## config.mk

```make
export PLATFORM = sky130hd
export DESIGN_NAME = lcm_maint_ctrl
export DESIGN_NICKNAME = d
export VERILOG_FILES = /design/src/design/lcm_pkg.sv /design/src/design/lcm_maint_ctrl.sv
export SDC_FILE = /design/constraint.sdc
export NUM_CORES = 1
export LEC_CHECK = 0
export ABC_AREA = 1
export ABC_CLOCK_PERIOD_IN_PS = 10270
export BUFFER_PORTS_ARGS = -buffer_cell sky130_fd_sc_hd__buf_2
export CORE_AREA = 5 5 100 140
export CTS_CLUSTER_DIAMETER = 40
export CTS_CLUSTER_SIZE = 25
export DETAILED_ROUTE_END_ITERATION = 7
export DIE_AREA = 0 0 105 145
export PLACE_DENSITY = 0.79
export SLEW_MARGIN = 0
export SYNTH_ARGS = -nofsm -noshare
export SYNTH_HDL_FRONTEND = slang
export SYNTH_SLANG_ARGS = --single-unit
```

## constraint.sdc

```tcl
create_clock -name clock_i -period 10.27 [get_ports clock_i]
set_input_delay 1.027 -clock clock_i [delete_from_list [all_inputs] [get_ports clock_i]]
set_output_delay 1.027 -clock clock_i [all_outputs]
set_load 0.05 [all_outputs]
```

## src/design/lcm_pkg.sv

```systemverilog
// Constants for the per-channel line maintenance control block.
// Assumes a single 100 MHz register clock shared with the host port.
`default_nettype none

package lcm_pkg;

  // ----------------------------------------------------------------
  // Register offsets
  // ----------------------------------------------------------------
  localparam logic [7:0] LCM_OFS_MONITOR_SELECT  = 8'h0b;
  localparam logic [7:0] LCM_OFS_DIGITAL_LOOPBK  = 8'h0c;
  localparam logic [7:0] LCM_OFS_LOS_CRITERIA    = 8'h0d;
  localparam logic [7:0] LCM_OFS_AUTO_ALL_ONES   = 8'h0e;

  // ----------------------------------------------------------------
  // Field layout and reset values
  // ----------------------------------------------------------------
  localparam int         LCM_MON_DIR_BIT         = 3;
  localparam int         LCM_MON_IDX_MSB         = 2;
  localparam logic [3:0] LCM_MONITOR_RESET       = 4'h0;
  localparam logic [7:0] LCM_LOOPBK_RESET        = 8'h00;
  localparam logic [7:0] LCM_CRITERIA_RESET      = 8'h00;
  localparam logic [7:0] LCM_AUTO_ONES_RESET     = 8'h00;
  localparam logic [7:0] LCM_READ_UNMAPPED       = 8'h00;

  // ----------------------------------------------------------------
  // Synchroniser depth for pin inputs
  // ----------------------------------------------------------------
  localparam int         LCM_SYNC_STAGES         = 2;

endpackage

`default_nettype wire

```

## src/design/lcm_maint_ctrl.sv

```systemverilog
// Per-channel maintenance control: monitor point select, digital
// loopback, loss-of-signal criteria select and automatic all-ones.
// Assumes the host port is synchronous to clock_i; line pins are not.
`default_nettype none

module lcm_maint_ctrl
  import lcm_pkg::*;
#(
  parameter int CHANNELS = 8
) (
  // Clock and reset
  input  wire logic                clock_i,
  input  wire logic                rst_i,
  // Host register port
  input  wire logic [7:0]          host_addr_i,
  input  wire logic                host_wr_i,
  input  wire logic                host_rd_i,
  input  wire logic [7:0]          host_wdata_i,
  output logic      [7:0]          host_rdata_o,
  // Device mode pins
  input  wire logic                e1_mode_i,
  input  wire logic                master_clock_in_i,
  input  wire logic [CHANNELS-1:0] analog_loopback_i,
  // Transmit side pins per channel
  input  wire logic [CHANNELS-1:0] transmit_positive_data_i,
  input  wire logic [CHANNELS-1:0] transmit_negative_data_i,
  input  wire logic [CHANNELS-1:0] transmit_clock_in_i,
  // Recovered line data per channel
  input  wire logic [CHANNELS-1:0] line_positive_data_i,
  input  wire logic [CHANNELS-1:0] line_negative_data_i,
  input  wire logic [CHANNELS-1:0] line_clock_i,
  input  wire logic [CHANNELS-1:0] los_detect_i,
  // Receive side outputs per channel
  output logic      [CHANNELS-1:0] receive_positive_data_o,
  output logic      [CHANNELS-1:0] receive_negative_data_o,
  output logic      [CHANNELS-1:0] receive_clock_o,
  // Detection mode and all-ones outputs
  output logic      [CHANNELS-1:0] los_etsi_mode_o,
  output logic                     los_t1_mode_o,
  output logic      [CHANNELS-1:0] transmit_all_ones_o,
  // Monitor point select, one-hot by channel
  output logic      [CHANNELS-1:0] monitor_tx_sel_o,
  output logic      [CHANNELS-1:0] monitor_rx_sel_o
);

  // ----------------------------------------------------------------
  // Pin synchronisers
  // ----------------------------------------------------------------
  localparam int PINS = 7 * CHANNELS + 2;

  logic [PINS-1:0] pin_meta;
  logic [PINS-1:0] pin_sync;

  always_ff @(posedge clock_i or posedge rst_i) begin
    if (rst_i) begin
      pin_meta <= '0;
      pin_sync <= '0;
    end else begin
      pin_meta <= {e1_mode_i, master_clock_in_i, analog_loopback_i,
                   transmit_positive_data_i, transmit_negative_data_i, transmit_clock_in_i,
                   line_positive_data_i, line_negative_data_i, line_clock_i};
      pin_sync <= pin_meta;
    end
  end

  logic                e1_mode_s;
  logic                mclk_high_s;
  logic [CHANNELS-1:0] analog_loop_s;
  logic [CHANNELS-1:0] tx_pos_s;
  logic [CHANNELS-1:0] tx_neg_s;
  logic [CHANNELS-1:0] tx_clk_s;
  logic [CHANNELS-1:0] line_pos_s;
  logic [CHANNELS-1:0] line_neg_s;
  logic [CHANNELS-1:0] line_clk_s;

  assign {e1_mode_s, mclk_high_s, analog_loop_s, tx_pos_s, tx_neg_s, tx_clk_s,
          line_pos_s, line_neg_s, line_clk_s} = pin_sync;

  // Loss of signal also comes from a pin and gets its own pair.
  logic [CHANNELS-1:0] los_meta;
  logic [CHANNELS-1:0] los_s;

  always_ff @(posedge clock_i or posedge rst_i) begin
    if (rst_i) begin
      los_meta <= '0;
      los_s    <= '0;
    end else begin
      los_meta <= los_detect_i;
      los_s    <= los_meta;
    end
  end

  // ----------------------------------------------------------------
  // Control registers
  // ----------------------------------------------------------------
  logic [3:0]          monitor_select;
  logic [CHANNELS-1:0] loopback_bits;
  logic [CHANNELS-1:0] criteria_bits;
  logic [CHANNELS-1:0] auto_ones_bits;

  // A write lands on the edge that samples the strobe; unmapped offsets are ignored.
  always_ff @(posedge clock_i or posedge rst_i) begin
    if (rst_i) begin
      monitor_select <= LCM_MONITOR_RESET;
      loopback_bits  <= LCM_LOOPBK_RESET[CHANNELS-1:0];
      criteria_bits  <= LCM_CRITERIA_RESET[CHANNELS-1:0];
      auto_ones_bits <= LCM_AUTO_ONES_RESET[CHANNELS-1:0];
    end else if (host_wr_i) begin
      unique case (host_addr_i)
        LCM_OFS_MONITOR_SELECT: monitor_select <= host_wdata_i[3:0];
        LCM_OFS_DIGITAL_LOOPBK: loopback_bits  <= host_wdata_i[CHANNELS-1:0];
        LCM_OFS_LOS_CRITERIA:   criteria_bits  <= host_wdata_i[CHANNELS-1:0];
        LCM_OFS_AUTO_ALL_ONES:  auto_ones_bits <= host_wdata_i[CHANNELS-1:0];
        default: ;
      endcase
    end
  end

  // Read data is registered and valid the cycle after the read strobe.
  always_ff @(posedge clock_i or posedge rst_i) begin
    if (rst_i) begin
      host_rdata_o <= LCM_READ_UNMAPPED;
    end else if (host_rd_i) begin
      unique case (host_addr_i)
        LCM_OFS_MONITOR_SELECT: host_rdata_o <= {4'h0, monitor_select};
        LCM_OFS_DIGITAL_LOOPBK: host_rdata_o <= 8'(loopback_bits);
        LCM_OFS_LOS_CRITERIA:   host_rdata_o <= 8'(criteria_bits);
        LCM_OFS_AUTO_ALL_ONES:  host_rdata_o <= 8'(auto_ones_bits);
        default:                host_rdata_o <= LCM_READ_UNMAPPED;
      endcase
    end
  end

  // ----------------------------------------------------------------
  // Digital loopback routing
  // ----------------------------------------------------------------
  // Loopback swaps the receive source and exempts all-ones from the clock block; loss detection is untouched.
  always_ff @(posedge clock_i or posedge rst_i) begin
    if (rst_i) begin
      receive_positive_data_o <= '0;
      receive_negative_data_o <= '0;
      receive_clock_o         <= '0;
    end else begin
      receive_positive_data_o <= (loopback_bits & tx_pos_s) | (~loopback_bits & line_pos_s);
      receive_negative_data_o <= (loopback_bits & tx_neg_s) | (~loopback_bits & line_neg_s);
      receive_clock_o         <= (loopback_bits & tx_clk_s) | (~loopback_bits & line_clk_s);
    end
  end

  // ----------------------------------------------------------------
  // Loss-of-signal detection mode
  // ----------------------------------------------------------------
  // In T1 the criteria bits are kept but not passed on.
  always_ff @(posedge clock_i or posedge rst_i) begin
    if (rst_i) begin
      los_etsi_mode_o <= '0;
      los_t1_mode_o   <= 1'b0;
    end else begin
      los_etsi_mode_o <= e1_mode_s ? criteria_bits : '0;
      los_t1_mode_o   <= ~e1_mode_s;
    end
  end

  // ----------------------------------------------------------------
  // Automatic all-ones on loss of signal
  // ----------------------------------------------------------------
  // Both clocks high marks data-recovery or line-driver operation, which
  // blocks the automatic all-ones; a channel in digital loopback keeps it
  // independent of its transmit clock.
  always_ff @(posedge clock_i or posedge rst_i) begin
    if (rst_i) begin
      transmit_all_ones_o <= '0;
    end else begin
      for (int ch = 0; ch < CHANNELS; ch++) begin
        transmit_all_ones_o[ch] <= auto_ones_bits[ch] & los_s[ch]
                                   & ~(mclk_high_s & tx_clk_s[ch] & ~loopback_bits[ch]);
      end
    end
  end

  // ----------------------------------------------------------------
  // Monitor point select
  // ----------------------------------------------------------------
  logic                     mon_tx_dir;
  logic [LCM_MON_IDX_MSB:0] mon_index;

  assign mon_tx_dir = monitor_select[LCM_MON_DIR_BIT];
  assign mon_index  = monitor_select[LCM_MON_IDX_MSB:0];

  // Index zero selects nothing, so channel zero is never monitored.
  // A transmitter in analog loopback cannot be monitored either.
  always_ff @(posedge clock_i or posedge rst_i) begin
    if (rst_i) begin
      monitor_tx_sel_o <= '0;
      monitor_rx_sel_o <= '0;
    end else begin
      for (int ch = 0; ch < CHANNELS; ch++) begin
        monitor_tx_sel_o[ch] <= mon_tx_dir && (mon_index != '0) && (int'(mon_index) == ch)
                                && !analog_loop_s[ch];
        monitor_rx_sel_o[ch] <= !mon_tx_dir && (mon_index != '0) && (int'(mon_index) == ch);
      end
    end
  end

endmodule

`default_nettype wire

```

Word-level counts from Yosys, hierarchy flattened
Cells that the tools add are included.
{ "totals": {"regBits": 225, "input_bits": 86, "out_inout_bits": 65, "elab_cells": 130} }
{ "op_classes": {"eq_ne": 11, "muxes": 2, "bitwise_logic": 59, "n_reduce_logical": 41} }
{ "ops": {"columns": ["cell", "n"], "rows": [
  ["8-bit AND", 6],
  ["1-bit AND", 32],
  ["8-bit by 4-bit == test with 1-bit output (second input constant)", 4],
  ["8-bit case mux with 4 select lines", 1],
  ["1-bit logical AND", 26],
  ["8-bit bitwise OR", 3],
  ["1-bit inverter", 17],
  ["3-bit == test (second input constant)", 4],
  ["1-bit logical NOT", 9],
  ["8-bit two-way mux", 1],
  ["8-bit inverter", 1],
  ["2-bit AND reduction", 4],
  ["3-bit by 2-bit == test with 1-bit output (second input constant)", 2],
  ["3-bit by 1-bit == test with 1-bit output (second input constant)", 1],
  ["3-bit logical NOT", 1],
  ["3-bit nonzero test", 1]
]} }

Logic depth before layout (Yosys ltp)
{ "logic_depth": {"depth_word": 4, "ltp_mapped": 8, "mapped_depth_nobuf": 8} }

Worst setup path before layout
Ideal clock, no wire load.
{ "synth_path": {"kind": "input-to-reg", "start": "input host_addr_i[4]", "end": "register loopback_bits[0]", "setup_ns": 0.122, "arrival_time_ns": 1.868, "required_time_ns": 10.148, "slack_ns": 8.279, "cell_stages": 8, "path_buffers": 1, "path_cell_list": "inv_1 > nand2_1 > nor2_8 > and2_4 > nand2_4 > buf_12 > nor2_2 > a21oi_2"} }
{ "synth_between": {"elab_chain_cells": 2} }
{ "synth_lines": {"columns": ["element", "line", "source"], "rows": [
  ["start, declared", "lcm_maint_ctrl.sv:15", "input wire logic [7:0] host_addr_i,"],
  ["8-bit by 4-bit == test with 1-bit output", "lcm_maint_ctrl.sv:109", "unique case (host_addr_i)"],
  ["2-bit AND reduction (no line)", null, null],
  ["end signal, assigned", "lcm_maint_ctrl.sv:105", "loopback_bits <= LCM_LOOPBK_RESET[CHANNELS-1:0];"],
  ["end signal, assigned", "lcm_maint_ctrl.sv:111", "LCM_OFS_DIGITAL_LOOPBK: loopback_bits <= host_wdata_i[CHANNELS-1:0];"],
  ["end, declared", "lcm_maint_ctrl.sv:97", "logic [CHANNELS-1:0] loopback_bits;"]
]} }
Every way passes these cells.
A chain may end at the register's enable or synchronous reset.

==> metrics.yaml <==
floorplan:
  core-area_sq_um: 12600
  num_rows: 49
  initial_core_util: 0.555
  die-area_sq_um: 15200
  die_h_microns: 145
  pin_count: 151
  die-width_microns: 105
setup_path:
  crit_type: "input port to asynchronous set/reset pin"
  critPathLaunchType: "input port"
  critPathRequiredTime_ns: 10.72
  crit_path_end_kind: "asynchronous set/reset pin"
  arrival_ns: 2.78
  crit_fanout: 141
synthesis:
  synth_edf_count: 0
  ys_warn_count: 0
  ys_seq_area_frac: 0.797
  ys_top_cells_by_count: "dfrtp_1, nand2_1, nand3_1"
  synth_top_area_share: 0.797
  yosysTopAreaCell: "dfrtp_1"
  synth_area_leaders: "dfrtp_1, nand2_1, nand3_1"
  async_flop_share: 1.00
  syn_area_sq_um: 7000
  yosysUniqueCellTypes: 22
  synth_cells: 538
  post-synth-top-count-cell: "dfrtp_1"
  avgSynthCellArea_sq_um: 13.0
  ys_seq_elements: 223
  dominantRegCellSynth: "dfrtp_1"
routing:
  drtPass1Iterations: 4
  initialDrtViolationCount: 168
  wirelength_microns: 13300
  dr_total_vias: 4231
  avgViaCountPerCell: 4.91
  drc: 0
  drtAntennaViolNets: 0
  wl_per_cell_microns: 15.4
clock_tree:
  cts_tree: "built"
  path_clk_slew_ns: 0.07
  clockBufferDepth: 3
  numCtsBuffers: 16
  post_cts_buffers: 0
  cts_resized: 0
  cts_hold_buffers: 0
  cts_root_buf: "clkbuf_16"
  h-tree-depth: 1
  clk_latency_ns: 0.48
  cts.sinks: 223
grt:
  grt_max_degree: 142
  grt_pass1_vias: 4459
  grt_usage: 0.178
  antenna_found_initial: 0
  grt_pass1_wl_microns: 22100
  grt.overflow.total: 0
sta:
  hold_violations: 0
  fin_crit_sh: 0.227
  tns_ns: 0
  setup_viol: 0
  tightest_slew_ns: 0.991
  max_freq_mhz: 428
  finClkSkew_ns: 0.0172
  rsz0062_at_grt: "false"
  drv_slew: 0
  fin_crit_ns: 2.33
  max-slew-margin-rel: 0.339
finish:
  syn_to_final_growth_pct: 20.7
  final_cells: 861
  fin_area_sq_um: 8450
  drive_above_1_share: 0.281
  ff_latch_area_sq_um: 5580
  multi_input_area_sq_um: 1260
  n_antenna_cell: 0
  final_nets: 785
  fillCellCount: 909
placed_design:
  dp.cells: 834
  io_buffers: 149
  dpl-instance-area_sq_um: 7910
  gp_congestion: 0.808
  hpwlAfterDp_microns: 9400
hold_path:
  worst_hold_path_type: "register to register"
flow_run:
  maxCapViolations: 0
power_and_ir_drop:
  power.static_leakage_nw: 4.50
  p_total_w: 0.00168
  p_per_area_nw_per_um2: 199
  max-vdd-ir-drop_mv: 0.172
run_status:
  status: "finished clean"
-- registers in the layout (all words and copies together), names as in the netlist --
register	count
transmit_all_ones_o	8
auto_ones_bits	8
loopback_bits	8
los_t1_mode_o	1
receive_clock_o	8
los_meta	8
monitor_rx_sel_o	8
pin_meta	57
monitor_tx_sel_o	8
los_etsi_mode_o	8
pin_sync	57
los_s	8
criteria_bits	8
receive_positive_data_o	8
host_rdata_o	8
monitor_select	4
receive_negative_data_o	8
-- power breakdown --
group          switching [W]  total [W]  internal [W]
clock network       0.000301   0.000641      0.000340
logic              0.0000787   0.000105     0.0000266
registers          0.0000186   0.000936      0.000917
total               0.000398    0.00168       0.00128
-- kinds of logic after synthesis --
kind of cell           Yosys count  share of synthesized area
buffers and inverters           39                     0.0236
AOI/OAI and AO/OA               41                     0.0354
and+or+nand+nor                234                      0.144
other                            1                   0.000535
DFF                            223                      0.797
-- layout by cell type (no fill, tap or decap), drive strengths merged --
cell type    n
bufinv       1
nand3       35
o31ai        1
buf        150
nor3         7
o21ai       24
a21oi        8
clkbuf      19
dfrtp      223
nand2      168
and2         1
clkinv       3
nor2        23
inv         35
conb         2
a31oi        8
-- per-stage QoR --
stage	setup slack (ns)	util	hold WS [ns]
global route	7.54	0.669	0.354
finish	7.94	0.669	0.350
global placement	7.46	0.626	0.333
detailed placement	7.34	0.626	0.335
CTS	7.85	0.669	0.352
floorplan	3.14	-	0.331
-- layout make-up --
type / count / area share
Timing Repair Buffer: 150 / 0.0891
Tap cell: 153 / 0.0226
Inverter: 31 / 0.0147
Sequential cell: 223 / 0.660
Clock inverter: 8 / 0.0129
Multi-Input combinational cell: 277 / 0.149
Clock buffer: 19 / 0.0512
-- worst max-delay path, stage by stage --
cell and delay (ns):
buf_2 0.13, inv_8 0.56, buf_4 0.90
-- layer usage --
| layer | track usage | wire length, microns |
|---|---|---|
| met5 | 0 | 0 |
| met4 | 0.0755 | 463 |
| met3 | 0.0284 | 733 |
| met2 | 0.313 | 7290 |
| met1 | 0.217 | 4770 |
-- final timing paths --
| check | from | endpoint | slack [ns] | depth (start not counted) |
|---|---|---|---|---|
| max in group clock_i | transmit_all_ones_o[4] | transmit_all_ones_o[4] | 8.13 | 1 |
| min in group asynchronous | rst_i | pin_sync[17] | 0.71 | 2 |
| max | rst_i | pin_sync[52] | 7.94 | 3 |
| max reg2reg | monitor_select[1] | monitor_tx_sel_o[6] | 8.95 | 2 |
| min | pin_meta[11] | pin_sync[11] | 0.35 | 0 |
| min reg2reg | pin_meta[11] | pin_sync[11] | 0.35 | 0 |
Note: power is estimated with default switching activity, not from simulation.
